**src/hw/iolfp_consts.svh**
```systemverilog
// Purpose: Constants of the I/O line function and PWM block.
// Assumes: Included by bare name from every module file of the block.
// Notes:   Register indices are the command port's own numbering.
`ifndef IOLFP_CONSTS_SVH
`define IOLFP_CONSTS_SVH

// ----------------------------------------------------------------------
// Register indices on the configuration command port
// ----------------------------------------------------------------------
`define IOLFP_IDX_LINE3         4'h0
`define IOLFP_IDX_LINE4         4'h1
`define IOLFP_IDX_LINE5         4'h2
`define IOLFP_IDX_LINE8         4'h3
`define IOLFP_IDX_LINE9         4'h4
`define IOLFP_IDX_LINE10        4'h5
`define IOLFP_IDX_LINE11        4'h6
`define IOLFP_IDX_LINE12        4'h7
`define IOLFP_IDX_PULL_EN       4'h8
`define IOLFP_IDX_PULL_DIR      4'h9
`define IOLFP_IDX_DUTY0         4'ha
`define IOLFP_IDX_DUTY1         4'hb
`define IOLFP_IDX_BLINK         4'hc
`define IOLFP_IDX_HOLD          4'hd
`define IOLFP_NUM_REGS          14

// ----------------------------------------------------------------------
// Reset values
// ----------------------------------------------------------------------
`define IOLFP_RST_LINE3         20'h00000
`define IOLFP_RST_LINE4         20'h00000
`define IOLFP_RST_LINE5         20'h00001
`define IOLFP_RST_LINE8         20'h00000
`define IOLFP_RST_LINE9         20'h00001
`define IOLFP_RST_LINE10        20'h00001
`define IOLFP_RST_LINE11        20'h00000
`define IOLFP_RST_LINE12        20'h00000
`define IOLFP_RST_PULL_EN       20'h0ffff
`define IOLFP_RST_PULL_DIR      20'h0ffff
`define IOLFP_RST_DUTY          20'h00000
`define IOLFP_RST_BLINK         20'h00000
`define IOLFP_RST_HOLD          20'h00028

// ----------------------------------------------------------------------
// Field widths and limits
// ----------------------------------------------------------------------
`define IOLFP_FUNC_W            3
`define IOLFP_MASK_W            20
`define IOLFP_DUTY_W            10
`define IOLFP_BLINK_W           8
`define IOLFP_DUTY_STEPS        10'h3ff
`define IOLFP_BLINK_MIN         8'h14

// ----------------------------------------------------------------------
// Timing
// ----------------------------------------------------------------------
`define IOLFP_CLK_PERIOD_NS     10
`define IOLFP_PWM_PERIOD_NS     1000000
`define IOLFP_BLINK_UNIT_NS     10000000
`define IOLFP_HOLD_UNIT_NS      100000000
`define IOLFP_BLINK_DEFAULT     8'h19

`endif

```
**src/hw/iolfp_pkg.sv**
```systemverilog
// Purpose: Types shared by the I/O line function and PWM block.
// Assumes: Function codes are three bits wide.
// Notes:   Code 1 and code 2 mean a different role on each line.
package iolfp_pkg;

  typedef enum logic [2:0] {
    IOLFP_FN_DISABLED = 3'h0,
    IOLFP_FN_SPECIAL  = 3'h1,
    IOLFP_FN_ADC_PWM  = 3'h2,
    IOLFP_FN_DIN      = 3'h3,
    IOLFP_FN_OUT_LOW  = 3'h4,
    IOLFP_FN_OUT_HIGH = 3'h5,
    IOLFP_FN_EXTRA    = 3'h6
  } iolfp_func_t;

  typedef enum logic [1:0] {
    IOLFP_BLK_IDLE = 2'b00,
    IOLFP_BLK_ON   = 2'b01,
    IOLFP_BLK_OFF  = 2'b11
  } iolfp_blink_t;

endpackage

```
**src/hw/iolfp_io_lines.sv**
```systemverilog
// Purpose: Function select, pull control and PWM for I/O lines 3 to 5 and 8 to 12.
// Assumes: Configuration arrives as single-cycle command strobes.
// Notes:   Writes go to a pending copy; apply moves them to the live copy.
`timescale 1ns/100ps
`include "iolfp_consts.svh"

module iolfp_io_lines #(
  parameter bit          THROUGH_HOLE = 1'b0,
  parameter int unsigned PWM_PERIOD_CYCLES =
    `IOLFP_PWM_PERIOD_NS / `IOLFP_CLK_PERIOD_NS,
  parameter int unsigned BLINK_UNIT_CYCLES =
    `IOLFP_BLINK_UNIT_NS / `IOLFP_CLK_PERIOD_NS
) (
  input  wire logic                     core_clk_i,
  input  wire logic                     reset_i,
  input  wire logic                     cfg_wr_i,
  input  wire logic                     cfg_rd_i,
  input  wire logic [3:0]               cfg_idx_i,
  input  wire logic [`IOLFP_MASK_W-1:0] cfg_wdata_i,
  input  wire logic                     cfg_apply_i,
  output logic      [`IOLFP_MASK_W-1:0] cfg_rdata_o,
  output logic                          cfg_ack_o,
  output logic                          cfg_err_o,
  input  wire logic [7:0]               line_in_i,
  output logic      [7:0]               line_out_o,
  output logic      [7:0]               line_oe_o,
  output logic      [`IOLFP_MASK_W-1:0] pull_en_o,
  output logic      [`IOLFP_MASK_W-1:0] pull_up_o,
  output logic                          line3_adc_en_o,
  output logic                          sleep_request_o,
  input  wire logic                     associated_i,
  input  wire logic                     awake_i,
  input  wire logic                     sync_pulse_i,
  input  wire logic                     th_spi_ssel_i,
  input  wire logic                     th_spi_mosi_i,
  input  wire logic                     rssi_valid_i,
  input  wire logic [`IOLFP_DUTY_W-1:0] rssi_duty_i,
  input  wire logic                     pass_valid0_i,
  input  wire logic                     pass_valid1_i,
  input  wire logic [`IOLFP_DUTY_W-1:0] pass_duty_i
);
  import iolfp_pkg::*;

  localparam int BW = $clog2(BLINK_UNIT_CYCLES);
  localparam logic [BW-1:0] UNIT_LAST = BW'(BLINK_UNIT_CYCLES - 1);
  localparam logic [3:0] HOLD_PER_UNIT = 4'(
    `IOLFP_HOLD_UNIT_NS / `IOLFP_BLINK_UNIT_NS);

  // Slots 0..7 stand for lines 3, 4, 5, 8, 9, 10, 11, 12.
  localparam logic [2:0] S_L3  = 3'h0;
  localparam logic [2:0] S_L4  = 3'h1;
  localparam logic [2:0] S_L5  = 3'h2;
  localparam logic [2:0] S_L8  = 3'h3;
  localparam logic [2:0] S_L9  = 3'h4;
  localparam logic [2:0] S_L10 = 3'h5;
  localparam logic [2:0] S_L11 = 3'h6;
  localparam logic [2:0] S_L12 = 3'h7;

  // ----------------------------------------------------------------------
  // Helper functions
  // ----------------------------------------------------------------------
  function automatic logic [`IOLFP_MASK_W-1:0] reset_val(input int i);
    case (i)
      0:       return `IOLFP_RST_LINE3;
      1:       return `IOLFP_RST_LINE4;
      2:       return `IOLFP_RST_LINE5;
      3:       return `IOLFP_RST_LINE8;
      4:       return `IOLFP_RST_LINE9;
      5:       return `IOLFP_RST_LINE10;
      6:       return `IOLFP_RST_LINE11;
      7:       return `IOLFP_RST_LINE12;
      8:       return `IOLFP_RST_PULL_EN;
      9:       return `IOLFP_RST_PULL_DIR;
      10:      return `IOLFP_RST_DUTY;
      11:      return `IOLFP_RST_DUTY;
      12:      return `IOLFP_RST_BLINK;
      13:      return `IOLFP_RST_HOLD;
      default: return '0;
    endcase
  endfunction

  // Which codes each selector accepts; anything else is refused.
  function automatic logic code_ok(input logic [2:0] s,
                                   input logic [2:0] c);
    logic plain;
    plain = (c == 3'h0) || ((c >= 3'h3) && (c <= 3'h5));
    case (s)
      S_L3:    return plain || (c == 3'h2) ||
                      ((c == 3'h1) && THROUGH_HOLE);
      S_L4:    return plain || ((c == 3'h1) && THROUGH_HOLE);
      S_L5:    return plain || (c == 3'h1);
      S_L8:    return plain || (c == 3'h1);
      S_L9:    return plain || (c == 3'h1) || (c == 3'h6);
      S_L10:   return plain || (c == 3'h1) || (c == 3'h2);
      S_L11:   return plain || (c == 3'h2);
      S_L12:   return plain || ((c == 3'h1) && THROUGH_HOLE);
      default: return 1'b0;
    endcase
  endfunction

  function automatic logic value_ok(input logic [3:0] idx,
                                    input logic [`IOLFP_MASK_W-1:0] v);
    if (idx <= `IOLFP_IDX_LINE12) begin
      return (v[`IOLFP_MASK_W-1:`IOLFP_FUNC_W] == '0) &&
             code_ok(idx[2:0], v[`IOLFP_FUNC_W-1:0]);
    end else if (idx <= `IOLFP_IDX_PULL_DIR) begin
      return 1'b1;
    end else if (idx <= `IOLFP_IDX_DUTY1) begin
      return v[`IOLFP_MASK_W-1:`IOLFP_DUTY_W] == '0;
    end else if (idx == `IOLFP_IDX_BLINK) begin
      return (v[`IOLFP_MASK_W-1:`IOLFP_BLINK_W] == '0) &&
             ((v[`IOLFP_BLINK_W-1:0] == '0) ||
              (v[`IOLFP_BLINK_W-1:0] >= `IOLFP_BLINK_MIN));
    end else if (idx == `IOLFP_IDX_HOLD) begin
      return v[`IOLFP_MASK_W-1:`IOLFP_BLINK_W] == '0;
    end
    return 1'b0;
  endfunction

  // Line number served by each pull mask bit.
  function automatic logic [4:0] mask_line(input int b);
    case (b)
      0:       return 5'd4;
      1:       return 5'd3;
      2:       return 5'd2;
      3:       return 5'd1;
      4:       return 5'd0;
      5:       return 5'd6;
      6:       return 5'd8;
      7:       return 5'd14;
      8:       return 5'd5;
      9:       return 5'd9;
      10:      return 5'd12;
      11:      return 5'd10;
      12:      return 5'd11;
      13:      return 5'd7;
      14:      return 5'd13;
      default: return 5'(b);
    endcase
  endfunction

  // Slot of a mask bit, or 8 when the line is not one of ours.
  function automatic logic [3:0] mask_slot(input int b);
    case (b)
      0:       return {1'b0, S_L4};
      1:       return {1'b0, S_L3};
      6:       return {1'b0, S_L8};
      8:       return {1'b0, S_L5};
      9:       return {1'b0, S_L9};
      10:      return {1'b0, S_L12};
      11:      return {1'b0, S_L10};
      12:      return {1'b0, S_L11};
      default: return 4'h8;
    endcase
  endfunction

  // ----------------------------------------------------------------------
  // Configuration store
  // ----------------------------------------------------------------------
  logic [`IOLFP_MASK_W-1:0] pend_r [`IOLFP_NUM_REGS];
  logic [`IOLFP_MASK_W-1:0] act_r  [`IOLFP_NUM_REGS];
  logic                     wr_ok;

  assign wr_ok = (cfg_idx_i < 4'(`IOLFP_NUM_REGS)) &&
                 value_ok(cfg_idx_i, cfg_wdata_i);

  always_ff @(posedge core_clk_i) begin
    if (reset_i) begin
      for (int i = 0; i < `IOLFP_NUM_REGS; i++) begin
        pend_r[i] <= reset_val(i);
      end
    end else if (cfg_wr_i && wr_ok) begin
      pend_r[cfg_idx_i] <= cfg_wdata_i;
    end
  end

  // Received line-passing data overrides the live duty, not the pending.
  always_ff @(posedge core_clk_i) begin
    if (reset_i) begin
      for (int i = 0; i < `IOLFP_NUM_REGS; i++) begin
        act_r[i] <= reset_val(i);
      end
    end else begin
      if (cfg_apply_i) begin
        for (int i = 0; i < `IOLFP_NUM_REGS; i++) begin
          act_r[i] <= pend_r[i];
        end
      end
      if (pass_valid0_i) begin
        act_r[`IOLFP_IDX_DUTY0] <= 20'(pass_duty_i);
      end
      if (pass_valid1_i) begin
        act_r[`IOLFP_IDX_DUTY1] <= 20'(pass_duty_i);
      end
    end
  end

  always_ff @(posedge core_clk_i) begin
    if (reset_i) begin
      cfg_rdata_o <= '0;
      cfg_ack_o   <= 1'b0;
      cfg_err_o   <= 1'b0;
    end else begin
      cfg_rdata_o <= (cfg_rd_i && cfg_idx_i < 4'(`IOLFP_NUM_REGS)) ?
                     pend_r[cfg_idx_i] : '0;
      cfg_ack_o   <= (cfg_wr_i && wr_ok) || cfg_apply_i || cfg_rd_i;
      cfg_err_o   <= cfg_wr_i && !wr_ok;
    end
  end

  // ----------------------------------------------------------------------
  // Time base and signal-strength hold
  // ----------------------------------------------------------------------
  logic [BW-1:0] unit_cnt_r;
  logic          unit_tick_r;
  logic [11:0]   hold_r;
  logic [`IOLFP_DUTY_W-1:0] rssi_r;

  always_ff @(posedge core_clk_i) begin
    if (reset_i) begin
      unit_cnt_r  <= '0;
      unit_tick_r <= 1'b0;
    end else begin
      unit_tick_r <= (unit_cnt_r == UNIT_LAST);
      unit_cnt_r  <= (unit_cnt_r == UNIT_LAST) ? '0 : unit_cnt_r + 1'b1;
    end
  end

  // The hold counts 10 ms ticks so one prescaler serves both timers.
  always_ff @(posedge core_clk_i) begin
    if (reset_i) begin
      hold_r <= '0;
      rssi_r <= '0;
    end else if (rssi_valid_i) begin
      hold_r <= 12'(act_r[`IOLFP_IDX_HOLD][`IOLFP_BLINK_W-1:0]) *
                12'(HOLD_PER_UNIT);
      rssi_r <= rssi_duty_i;
    end else if (unit_tick_r && hold_r != '0) begin
      hold_r <= hold_r - 1'b1;
    end
  end

  // ----------------------------------------------------------------------
  // PWM channels and indicator
  // ----------------------------------------------------------------------
  iolfp_func_t              fn [8];
  logic [`IOLFP_DUTY_W-1:0] duty0;
  logic                     pwm_channel_zero;
  logic                     pwm_channel_one;
  logic                     led;

  always_comb begin
    for (int s = 0; s < 8; s++) begin
      fn[s] = iolfp_func_t'(act_r[s][`IOLFP_FUNC_W-1:0]);
    end
  end

  assign duty0 = (fn[S_L10] == IOLFP_FN_SPECIAL) ? rssi_r :
                 act_r[`IOLFP_IDX_DUTY0][`IOLFP_DUTY_W-1:0];

  iolfp_pwm_gen #(
    .PERIOD_CYCLES (PWM_PERIOD_CYCLES)
  ) u_pwm_channel_zero (
    .core_clk_i (core_clk_i),
    .reset_i    (reset_i),
    .duty_i     (duty0),
    .pwm_o      (pwm_channel_zero)
  );

  iolfp_pwm_gen #(
    .PERIOD_CYCLES (PWM_PERIOD_CYCLES)
  ) u_pwm_channel_one (
    .core_clk_i (core_clk_i),
    .reset_i    (reset_i),
    .duty_i     (act_r[`IOLFP_IDX_DUTY1][`IOLFP_DUTY_W-1:0]),
    .pwm_o      (pwm_channel_one)
  );

  iolfp_blink u_blink (
    .core_clk_i (core_clk_i),
    .reset_i    (reset_i),
    .enable_i   ((fn[S_L5] == IOLFP_FN_SPECIAL) && associated_i),
    .tick_i     (unit_tick_r),
    .half_i     (act_r[`IOLFP_IDX_BLINK][`IOLFP_BLINK_W-1:0]),
    .led_o      (led)
  );

  // ----------------------------------------------------------------------
  // Pin drive
  // ----------------------------------------------------------------------
  logic [7:0] out_nxt;
  logic [7:0] oe_nxt;

  always_comb begin
    for (int s = 0; s < 8; s++) begin
      out_nxt[s] = 1'b0;
      oe_nxt[s]  = 1'b0;
      case (fn[s])
        IOLFP_FN_OUT_LOW: begin
          oe_nxt[s] = 1'b1;
        end
        IOLFP_FN_OUT_HIGH: begin
          out_nxt[s] = 1'b1;
          oe_nxt[s]  = 1'b1;
        end
        IOLFP_FN_SPECIAL: begin
          case (3'(s))
            S_L3: begin
              out_nxt[s] = th_spi_ssel_i;
              oe_nxt[s]  = 1'b1;
            end
            S_L4: begin
              out_nxt[s] = th_spi_mosi_i;
              oe_nxt[s]  = 1'b1;
            end
            S_L5: begin
              out_nxt[s] = led;
              oe_nxt[s]  = 1'b1;
            end
            S_L9: begin
              out_nxt[s] = awake_i;
              oe_nxt[s]  = 1'b1;
            end
            S_L10: begin
              out_nxt[s] = pwm_channel_zero && (hold_r != '0);
              oe_nxt[s]  = 1'b1;
            end
            default: begin
              oe_nxt[s] = 1'b0;
            end
          endcase
        end
        IOLFP_FN_ADC_PWM: begin
          if (3'(s) == S_L10) begin
            out_nxt[s] = pwm_channel_zero;
            oe_nxt[s]  = 1'b1;
          end else if (3'(s) == S_L11) begin
            out_nxt[s] = pwm_channel_one;
            oe_nxt[s]  = 1'b1;
          end
        end
        IOLFP_FN_EXTRA: begin
          out_nxt[s] = sync_pulse_i;
          oe_nxt[s]  = 1'b1;
        end
        default: begin
          oe_nxt[s] = 1'b0;
        end
      endcase
    end
  end

  // Lines outside this block keep the raw masks; their owner gates them.
  logic [`IOLFP_MASK_W-1:0] pull_en_nxt;
  logic [`IOLFP_MASK_W-1:0] pull_up_nxt;

  always_comb begin
    logic [3:0] sl;
    logic       gate;
    sl          = 4'h0;
    gate        = 1'b0;
    pull_en_nxt = '0;
    pull_up_nxt = '0;
    for (int b = 0; b < `IOLFP_MASK_W; b++) begin
      sl   = mask_slot(b);
      gate = 1'b1;
      if (sl != 4'h8) begin
        gate = (fn[sl[2:0]] == IOLFP_FN_DISABLED) ||
               (fn[sl[2:0]] == IOLFP_FN_DIN);
      end
      pull_en_nxt[mask_line(b)] = gate &&
        act_r[`IOLFP_IDX_PULL_EN][b];
      pull_up_nxt[mask_line(b)] =
        act_r[`IOLFP_IDX_PULL_DIR][b];
    end
    // An asleep sleep-request line is left floating with no pull.
    if ((fn[S_L8] == IOLFP_FN_SPECIAL) && !awake_i) begin
      pull_en_nxt[8] = 1'b0;
    end
  end

  always_ff @(posedge core_clk_i) begin
    if (reset_i) begin
      line_out_o      <= '0;
      line_oe_o       <= '0;
      pull_en_o       <= '0;
      pull_up_o       <= '0;
      line3_adc_en_o  <= 1'b0;
      sleep_request_o <= 1'b0;
    end else begin
      line_out_o      <= out_nxt;
      line_oe_o       <= oe_nxt;
      pull_en_o       <= pull_en_nxt;
      pull_up_o       <= pull_up_nxt;
      line3_adc_en_o  <= (fn[S_L3] == IOLFP_FN_ADC_PWM);
      sleep_request_o <= (fn[S_L8] == IOLFP_FN_SPECIAL) &&
                         line_in_i[S_L8];
    end
  end

endmodule

```
**src/hw/iolfp_pwm_gen.sv**
```systemverilog
// Purpose: One PWM channel with a fixed period and a 10-bit duty value.
// Assumes: The period is a whole number of clock cycles.
// Notes:   The duty value is taken at the start of each period.
`timescale 1ns/100ps
`include "iolfp_consts.svh"

module iolfp_pwm_gen #(
  parameter int unsigned PERIOD_CYCLES = 100000
) (
  input  wire logic                     core_clk_i,
  input  wire logic                     reset_i,
  input  wire logic [`IOLFP_DUTY_W-1:0] duty_i,
  output logic                          pwm_o
);
  import iolfp_pkg::*;

  localparam int CW = $clog2(PERIOD_CYCLES);
  localparam logic [CW-1:0] LAST = CW'(PERIOD_CYCLES - 1);

  logic [CW-1:0]            phase_r;
  logic [`IOLFP_DUTY_W-1:0] duty_r;

  // High while phase/period is below duty/steps, compared cross-multiplied.
  function automatic logic pwm_high(input logic [CW-1:0] ph,
                                    input logic [`IOLFP_DUTY_W-1:0] dt);
    logic [47:0] lhs;
    logic [47:0] rhs;
    lhs = 48'(ph) * 48'(`IOLFP_DUTY_STEPS);
    rhs = 48'(dt) * 48'(PERIOD_CYCLES);
    return lhs < rhs;
  endfunction

  // ----------------------------------------------------------------------
  // Period counter
  // ----------------------------------------------------------------------
  always_ff @(posedge core_clk_i) begin
    if (reset_i) begin
      phase_r <= '0;
    end else if (phase_r == LAST) begin
      phase_r <= '0;
    end else begin
      phase_r <= phase_r + 1'b1;
    end
  end

  // Latching once a period keeps a mid-period change from making a runt.
  always_ff @(posedge core_clk_i) begin
    if (reset_i) begin
      duty_r <= '0;
    end else if (phase_r == LAST) begin
      duty_r <= duty_i;
    end
  end

  always_ff @(posedge core_clk_i) begin
    if (reset_i) begin
      pwm_o <= 1'b0;
    end else begin
      pwm_o <= pwm_high(phase_r, duty_r);
    end
  end

endmodule

```
**src/hw/iolfp_blink.sv**
```systemverilog
// Purpose: Associate indicator blinker with equal on and off times.
// Assumes: tick_i pulses once per blink time unit.
// Notes:   A half period of zero falls back to a fixed default.
`timescale 1ns/100ps
`include "iolfp_consts.svh"

module iolfp_blink #(
  parameter logic [`IOLFP_BLINK_W-1:0] DEFAULT_HALF = `IOLFP_BLINK_DEFAULT
) (
  input  wire logic                      core_clk_i,
  input  wire logic                      reset_i,
  input  wire logic                      enable_i,
  input  wire logic                      tick_i,
  input  wire logic [`IOLFP_BLINK_W-1:0] half_i,
  output logic                           led_o
);
  import iolfp_pkg::*;

  iolfp_blink_t              state_r;
  logic [`IOLFP_BLINK_W-1:0] count_r;
  logic [`IOLFP_BLINK_W-1:0] half;
  logic                      expired;

  assign half    = (half_i == '0) ? DEFAULT_HALF : half_i;
  assign expired = tick_i && (count_r >= half - 1'b1);

  always_ff @(posedge core_clk_i) begin
    if (reset_i || !enable_i) begin
      state_r <= IOLFP_BLK_IDLE;
      count_r <= '0;
    end else begin
      case (state_r)
        IOLFP_BLK_IDLE: begin
          state_r <= IOLFP_BLK_ON;
          count_r <= '0;
        end
        IOLFP_BLK_ON: begin
          if (expired) begin
            state_r <= IOLFP_BLK_OFF;
            count_r <= '0;
          end else if (tick_i) begin
            count_r <= count_r + 1'b1;
          end
        end
        IOLFP_BLK_OFF: begin
          if (expired) begin
            state_r <= IOLFP_BLK_ON;
            count_r <= '0;
          end else if (tick_i) begin
            count_r <= count_r + 1'b1;
          end
        end
        default: begin
          state_r <= IOLFP_BLK_IDLE;
          count_r <= '0;
        end
      endcase
    end
  end

  always_ff @(posedge core_clk_i) begin
    if (reset_i) begin
      led_o <= 1'b0;
    end else begin
      led_o <= enable_i && (state_r == IOLFP_BLK_ON);
    end
  end

endmodule

```
**config.mk**
```make
export PLATFORM = sky130hd
export DESIGN_NAME = iolfp_io_lines
export DESIGN_NICKNAME = d
export VERILOG_FILES = /design/src/hw/iolfp_pkg.sv /design/src/hw/iolfp_io_lines.sv /design/src/hw/iolfp_pwm_gen.sv /design/src/hw/iolfp_blink.sv
export VERILOG_INCLUDE_DIRS = /design/src /design/src/hw
export SDC_FILE = /design/constraint.sdc
export NUM_CORES = 2
export LEC_CHECK = 0
export BUFFER_PORTS_ARGS = -buffer_cell sky130_fd_sc_hd__buf_4
export CAP_MARGIN = 25
export CORE_MARGIN = 2
export CORE_UTILIZATION = 65
export CTS_BUF_LIST = sky130_fd_sc_hd__clkbuf_4 sky130_fd_sc_hd__clkbuf_8
export CTS_CLUSTER_SIZE = 10
export DETAILED_ROUTE_END_ITERATION = 6
export PLACE_DENSITY_LB_ADDON = 0.3
export SLEW_MARGIN = 0
export SYNTH_ARGS = -nofsm -noshare
export SYNTH_HDL_FRONTEND = slang
export SYNTH_HIERARCHICAL = 1
export SYNTH_SLANG_ARGS = --single-unit
```
**constraint.sdc**
```tcl
create_clock -name core_clk_i -period 13.1 [get_ports core_clk_i]
set_clock_uncertainty 0.1 [all_clocks]
set_input_delay 0.655 -clock core_clk_i [delete_from_list [all_inputs] [get_ports core_clk_i]]
set_output_delay 0.655 -clock core_clk_i [all_outputs]
set_load 0.02 [all_outputs]
```
; Word level (Yosys, flattened, before mapping)
; Memory sizes are Yosys's and may differ from the RTL's. A register that Yosys moved wholly into a read port is not among the register bits.
; Cells that the tools add are included.
[classes]
n_eq_ne = 60
n_mul = 5
magnitude_cmp = 10
reduce_logical = 81
mux = 73
bitwise = 18
n_addsub = 6
[ops]
columns = cell, n
row1 = two-way mux 20 bit, 21
row2 = == test 3 bit (second input constant), 29
row3 = < comparator 27 bit, 2
row4 = multiplier 17 x 10 -> 27 bit (second input constant), 2
row5 = multiplier 10 x 12 -> 22 bit (second input constant), 2
row6 = == test 3 x 2 -> 1 bit (second input constant), 14
row7 = two-way mux 1 bit, 35
row8 = adder 17 x 1 -> 17 bit (second input constant), 2
row9 = == test 17 bit (second input constant), 2
row10 = zero test 3 bit, 10
row11 = == test 3 x 1 -> 1 bit (second input constant), 8
row12 = two-way mux 12 bit, 2
row13 = logical AND 1 bit, 22
row14 = adder 20 x 1 -> 20 bit (second input constant), 1
row15 = == test 20 bit (second input constant), 1
row16 = OR reduction 2 bit, 10
row17 = OR reduction 20 bit, 1
row18 = OR reduction 4 bit, 5
row19 = zero test 17 bit, 1
row20 = logical OR 1 bit, 17
row21 = zero test 8 bit, 2
row22 = OR 1 bit, 16
row23 = case mux 1 bit (3 select lines), 5
row24 = zero test 12 bit, 1
row25 = other kinds (32), 42
[word_totals]
out_inout_bits = 80
regBits = 140
ramBits = 560
memories = 2
inputBits = 65
[mem_list]
columns = memory, words, word_bits, rd, rd_ports_with_merged_regs, wr, line
row1 = act_r, 14, 20, 14, 2, 14, iolfp_io_lines.sv:161  ; logic [`IOLFP_MASK_W-1:0] act_r [`IOLFP_NUM_REGS];
row2 = pend_r, 14, 20, 15, 1, 14, iolfp_io_lines.sv:160  ; logic [`IOLFP_MASK_W-1:0] pend_r [`IOLFP_NUM_REGS];

; Longest topological paths before layout
[logic_depth]
ltp_word = 17
mapped_depth = 25
depth_no_buf = 25

; Modules after synthesis
; Netlist, hierarchy kept.
[modules_own_cells]
columns = mod, cells_per_inst, n_inst, area_each_um2
row1 = iolfp_io_lines, 1395, 1, 21829.7
row2 = iolfp_pwm_gen at u_pwm_channel_one, 853, 1, 7716.2
row3 = iolfp_pwm_gen at u_pwm_channel_zero, 765, 1, 7253.2
row4 = iolfp_blink, 83, 1, 742.0

; Least setup slack after synthesis
; Ideal clock, no wire load.
[synth_path]
path_type = register to register
from = register u_pwm_channel_one.phase_r[10]
to = register u_pwm_channel_one.pwm_o
required_ns = 12.885
setup_time_ns = 0.115
n_path_buf = 0
arrival_ns = 5.943
synth_period_minus_slack_ns = 6.158
slack_ns = 6.942
path_stages_with_launch = 24
cell_sequence = dfxtp_1 inv_1 fa_1 fa_1 fa_1 inv_1 fa_1 inv_1 fa_1 inv_1 ha_1 a21o_1 a221o_1 o21ai_1 nand3_1 nor2_1 xnor2_1 ha_1 a21o_1 a21oi_1 o21ai_0 a211oi_1 nand3_1 a2111oi_0
[synth_between]
elab_chain_cells = 2
[synth_rtl]
columns = item, line
row1 = from (decl), iolfp_pwm_gen.sv:20  ; logic [CW-1:0] phase_r;
row2 = from (signal assigned), iolfp_pwm_gen.sv:42  ; phase_r <= phase_r + 1'b1;
row3 = multiplier 17 x 10 -> 27 bit, iolfp_pwm_gen.sv:28  ; lhs = 48'(ph) * 48'(`IOLFP_DUTY_STEPS);
row4 = < comparator 27 bit, iolfp_pwm_gen.sv:30  ; return lhs < rhs;
row5 = to (signal assigned), iolfp_pwm_gen.sv:59  ; pwm_o <= pwm_high(phase_r, duty_r);
row6 = to (decl), iolfp_pwm_gen.sv:13  ; output logic pwm_o
; No other way between the ends.
; A chain may end at the register's enable or synchronous reset.

; Worst setup path in the final report
[layout_path]
from = register u_pwm_channel_one.phase_r[5]
to = register u_pwm_channel_one.pwm_o
; Same word-level chain as after synthesis.

==> tab_implementation.tex <==
\begin{tabular}{lr}
\hline
Metric & Value \\
\hline
\multicolumn{2}{l}{\textbf{STA}} \\
\quad Maximum clock rate & between 100 and 150 MHz \\
\quad Worst max-slew margin expressed relative to the limit & around a third \\
\quad Final hold viol count & 0 \\
\quad Final slew viol count & 0 \\
\quad Worst Max-Slew Pin Slew & 1.01 ns \\
\quad Setup Viol. Count Final & 0 \\
\quad Crit path time final & 7.15 ns \\
\quad Final setup TNS & 0 ns \\
\quad Setup repair after global routing missed its margin & false \\
\quad Fraction of the cycle the final worst path needs & roughly 55\% \\
\multicolumn{2}{l}{\textbf{Floorplanning}} \\
\quad Horizontal extent of the die & about 240 microns \\
\quad Number of I/O pins & $\sim$150 \\
\quad Standard-cell rows & between 80 and 90 \\
\quad Starting Density & about two thirds \\
\quad Floorplan die area & 59700 sq um \\
\quad Area of the core region & around 57000 sq um \\
\quad Die boundary height & 244 microns \\
\multicolumn{2}{l}{\textbf{Global routing}} \\
\quad Antenna violations before repair & 3 \\
\quad GR Layer Usage met3 & 4.50\% \\
\quad Routing layer with the top usage in global route & met2 \\
\quad Global-route wire length before repair & 138000 microns \\
\quad Global-route met1 utilization & between 30\% and 40\% \\
\quad Number of global-route vias before repair & around 26000 \\
\quad Grt ovf & 0 \\
\quad Tot GR Track Use & between 30 and 40\% \\
\quad Largest net degree at the start of global routing & 81 \\
\quad Met2 layer usage reported by global route & a little over half \\
\multicolumn{2}{l}{\textbf{Route}} \\
\quad Vias & approximately 25000 \\
\quad Count of nets left with antenna violations after detail routing & 0 \\
\quad Number of search-and-repair iterations in the first detailed-routing pass & 5 \\
\quad Average vias per placed instance & 5.71 \\
\quad Total Routed Length & slightly below 90000 microns \\
\quad Post-detailed-route wirelength per cell & about 20 microns \\
\quad Remaining DRCs & 0 \\
\quad Iter 0 DRT Violations & around 1900 \\
\multicolumn{2}{l}{\textbf{Pwr}} \\
\quad Fraction of power consumed by the clock network & 38.4\% \\
\quad Power Dens Cells & 108 nW/um\^{}2 \\
\quad Combinational share of power & $\sim$13\% \\
\quad Worst vdd ir & around 0.14 mV \\
\quad Static leakage & approximately 0.019 uW \\
\quad Cell-internal power & approximately 3400 uW \\
\quad Proportion of total power due to net switching & approximately a quarter \\
\quad Sequential Power Share & roughly half \\
\quad Net load switching power & 1160 uW \\
\multicolumn{2}{l}{\textbf{Clock network}} \\
\quad Post-CTS setup buffer count & 0 \\
\quad Maximum count of clock buffers along a single path & 3 \\
\quad Sink count of the clock tree & just over 600 \\
\quad Cells resized by post-CTS repair & 0 \\
\quad Cell chosen for the clock root & sky130\_fd\_sc\_hd\_\_clkbuf\_8 \\
\quad Clock latency on the worst-skew pair & 0.69 ns \\
\quad Post-CTS Hold Fix Bufs & 0 \\
\quad CTS buffer count & 96 \\
\quad Clock input transition at the sequential cells of the worst setup and hold paths & $\sim$0.060 ns \\
\quad Maximum level of the CTS H-tree & 3 \\
\quad CTS tree & yes \\
\multicolumn{2}{l}{\textbf{Layout}} \\
\quad Fraction of layout instances using a drive strength above 1 & 14.1\% \\
\quad Synth-to-Final Area Change & 13.1\% \\
\quad Number of nets in the finished design & approximately 4100 \\
\quad Commonest non-fill, non-tap cell in the layout & sky130\_fd\_sc\_hd\_\_edfxtp\_1 \\
\quad Most used cells in the layout excluding fill and tap cells & sky130\_fd\_sc\_hd\_\_edfxtp\_1 (420), sky130\_fd\_sc\_hd\_\_inv\_1 (394), sky130\_fd\_sc\_hd\_\_ha\_1 (371) \\
\quad Fillers & 3729 \\
\quad Final standard cell utilization of the core & between 70\% and 80\% \\
\multicolumn{2}{l}{\textbf{Placed design}} \\
\quad Global placer's final weighted congestion & roughly 0.90 \\
\quad DPL Wire Length & $\sim$65000 microns \\
\quad Count of port buffers added during placement & roughly 140 \\
\multicolumn{2}{l}{\textbf{Critical path}} \\
\quad Data arrival time of the critical path & 7.58 ns \\
\quad Worst path required time & 13.53 ns \\
\quad Critical Path Fanout Max & 6 \\
\quad Startpoint Class & flip-flop \\
\quad Crit Path Class & flip-flop to flip-flop \\
\quad Sort of element at the end of the critical path & flip-flop \\
\multicolumn{2}{l}{\textbf{Yosys}} \\
\quad EDFF count, synth & 420 \\
\quad Summed instance area of the synthesized netlist & around 38000 sq um \\
\quad Most used flip-flop cell after synthesis & sky130\_fd\_sc\_hd\_\_edfxtp\_1 \\
\quad Distinct cell type count after synthesis & 81 \\
\quad Synthesis Warnings & 6 \\
\quad Gate count of the mapped netlist & about 3100 \\
\quad Flops \& latches, synth & 610 \\
\quad Proportion of synthesized chip area in sequential cells & a little over two fifths \\
\quad Post-Syn Area per Cell & $\sim$12 sq um \\
\quad Post-synth ARST share & 0\% \\
\multicolumn{2}{l}{\textbf{Min path}} \\
\quad Worst hold path type & primary input to flip-flop \\
\multicolumn{2}{l}{\textbf{Run}} \\
\quad Maximum Capacitance Violations & 0 \\
\multicolumn{2}{l}{\textbf{Status}} \\
\quad Run status & completed \\
\hline
\end{tabular}
[path summary, 6_finish.rpt]
check                          startpoint                       to  slack, ns  depth (start not counted)
max          u_pwm_channel_one/phase_r[5]  u_pwm_channel_one/pwm_o       5.95                         23
min                       cfg_wdata_i[18]           pend_r[14][18]       0.09                          1
max reg2reg  u_pwm_channel_one/phase_r[5]  u_pwm_channel_one/pwm_o       5.95                         23
min reg2reg            u_blink/state_r[1]            u_blink/led_o       0.33                          1
[Yosys cell counts (all sizes together) (23+ instances only)]
library cell	count	area share, %
nand2	98	0.98
and2	54	0.90
nand3	51	0.68
a21o	32	0.64
or3	27	0.48
ha	371	12
nor2	197	2.0
fa	209	11
inv	394	3.9
clkbuf	70	0.70
xor2	43	1.0
nand4	39	0.65
nor2b	93	1.5
mux2i	58	1.5
edfxtp	420	34
nor3	74	0.99
o21ai	56	0.75
or2	28	0.47
o21bai	23	0.46
xnor2	95	2.2
dfxtp	190	10
mux4	100	6.0
a21oi	95	1.3
nand2b	56	0.95
[cell type report]
class                      instances  area (sq um)  area share (%)
multi-input combinational       2220         20200            47.5
sequential                       610         16400            38.7
clock buffer                     151          1880            4.44
inverter                         394          1480            3.48
timing repair buffer             161          1260            2.96
tap                              765           957            2.26
clock inverter                    31           289           0.681
antenna                            1          2.50         0.00590
[power groups by stage]
stage / logic [uW] / registers, uW / clock network (uW)
floorplan: 372 / 2280 / 0
global placement: 549 / 2280 / 0
detailed placement: 570 / 2290 / 0
CTS: 575 / 2250 / 1790
global route: 638 / 2260 / 1870
finish: 581 / 2250 / 1770
[registers in the layout, indices dropped and copies added (netlist names), 10 cells and up]
signal                      cells
pull_up_o                      20
u_pwm_channel_zero/duty_r      10
pend_r                        320
u_pwm_channel_one/duty_r       10
u_pwm_channel_one/phase_r      17
act_r                         100
rssi_r                         10
unit_cnt_r                     20
hold_r                         12
pull_en_o                      20
u_pwm_channel_zero/phase_r     17
cfg_rdata_o                    20
[per-layer routing]
| metal | vias to the layer above | part of all wire, % |
|---|---|---|
| met3 | 232 | 6.5 |
| li1 | 11400 | - |
| met5 | - | 0.012 |
| met4 | 2 | 5.0 |
| met2 | 963 | 50 |
| met1 | 12100 | 38 |
[stage by stage]
step | worst slack (ns) | cells | hold slack [ns] | instance area (sq um) | total power (uW)
global route | 5.38 | 4333 | 0.0602 | 42400 | 4770
floorplan | 6.94 | 3315 | 0.301 | 38400 | 2650
CTS | 5.97 | 4331 | 0.0447 | 42400 | 4620
global placement | 5.98 | 4146 | 0.311 | 40200 | 2830
finish | 5.95 | 4333 | 0.0893 | 42400 | 4600
detailed placement | 6.06 | 4149 | 0.326 | 40200 | 2860
[logic make-up (layout without fill, tap and decap cells)]
| logic type | after synthesis | after routing | share of synthesized area (%) |
|---|---|---|---|
| simple gates | 790 | 790 | 11.0 |
| xor+xnor | 138 | 138 | 3.22 |
| other cells | 1 | 221 | 0.00999 |
| fa+ha+maj | 580 | 580 | 23.5 |
| buf+inv | 485 | 737 | 4.92 |
| flops | 610 | 610 | 43.7 |
| mux | 170 | 170 | 7.91 |
| compound gates | 322 | 322 | 5.69 |
[worst max-delay path, stage by stage, from the launching register on]
cell and delay, ns:
sky130_fd_sc_hd__dfxtp_1 0.51, sky130_fd_sc_hd__inv_1 0.19, sky130_fd_sc_hd__fa_1 0.57, sky130_fd_sc_hd__fa_1 0.54, sky130_fd_sc_hd__inv_1 0.05, sky130_fd_sc_hd__fa_1 0.52
sky130_fd_sc_hd__fa_1 0.55, sky130_fd_sc_hd__inv_1 0.05, sky130_fd_sc_hd__fa_1 0.50, sky130_fd_sc_hd__inv_1 0.04, sky130_fd_sc_hd__ha_1 0.36, sky130_fd_sc_hd__a21oi_1 0.20
sky130_fd_sc_hd__o21ai_0 0.18, sky130_fd_sc_hd__o21ai_0 0.42, sky130_fd_sc_hd__nand3_1 0.28, sky130_fd_sc_hd__nor2_1 0.18, sky130_fd_sc_hd__xnor2_1 0.14, sky130_fd_sc_hd__ha_1 0.26
sky130_fd_sc_hd__a21o_1 0.16, sky130_fd_sc_hd__a21oi_1 0.13, sky130_fd_sc_hd__o21ai_0 0.16, sky130_fd_sc_hd__a211oi_1 0.25, sky130_fd_sc_hd__nand3_1 0.16, sky130_fd_sc_hd__a2111oi_0 0.48
Power figures use the tool's default switching activity.
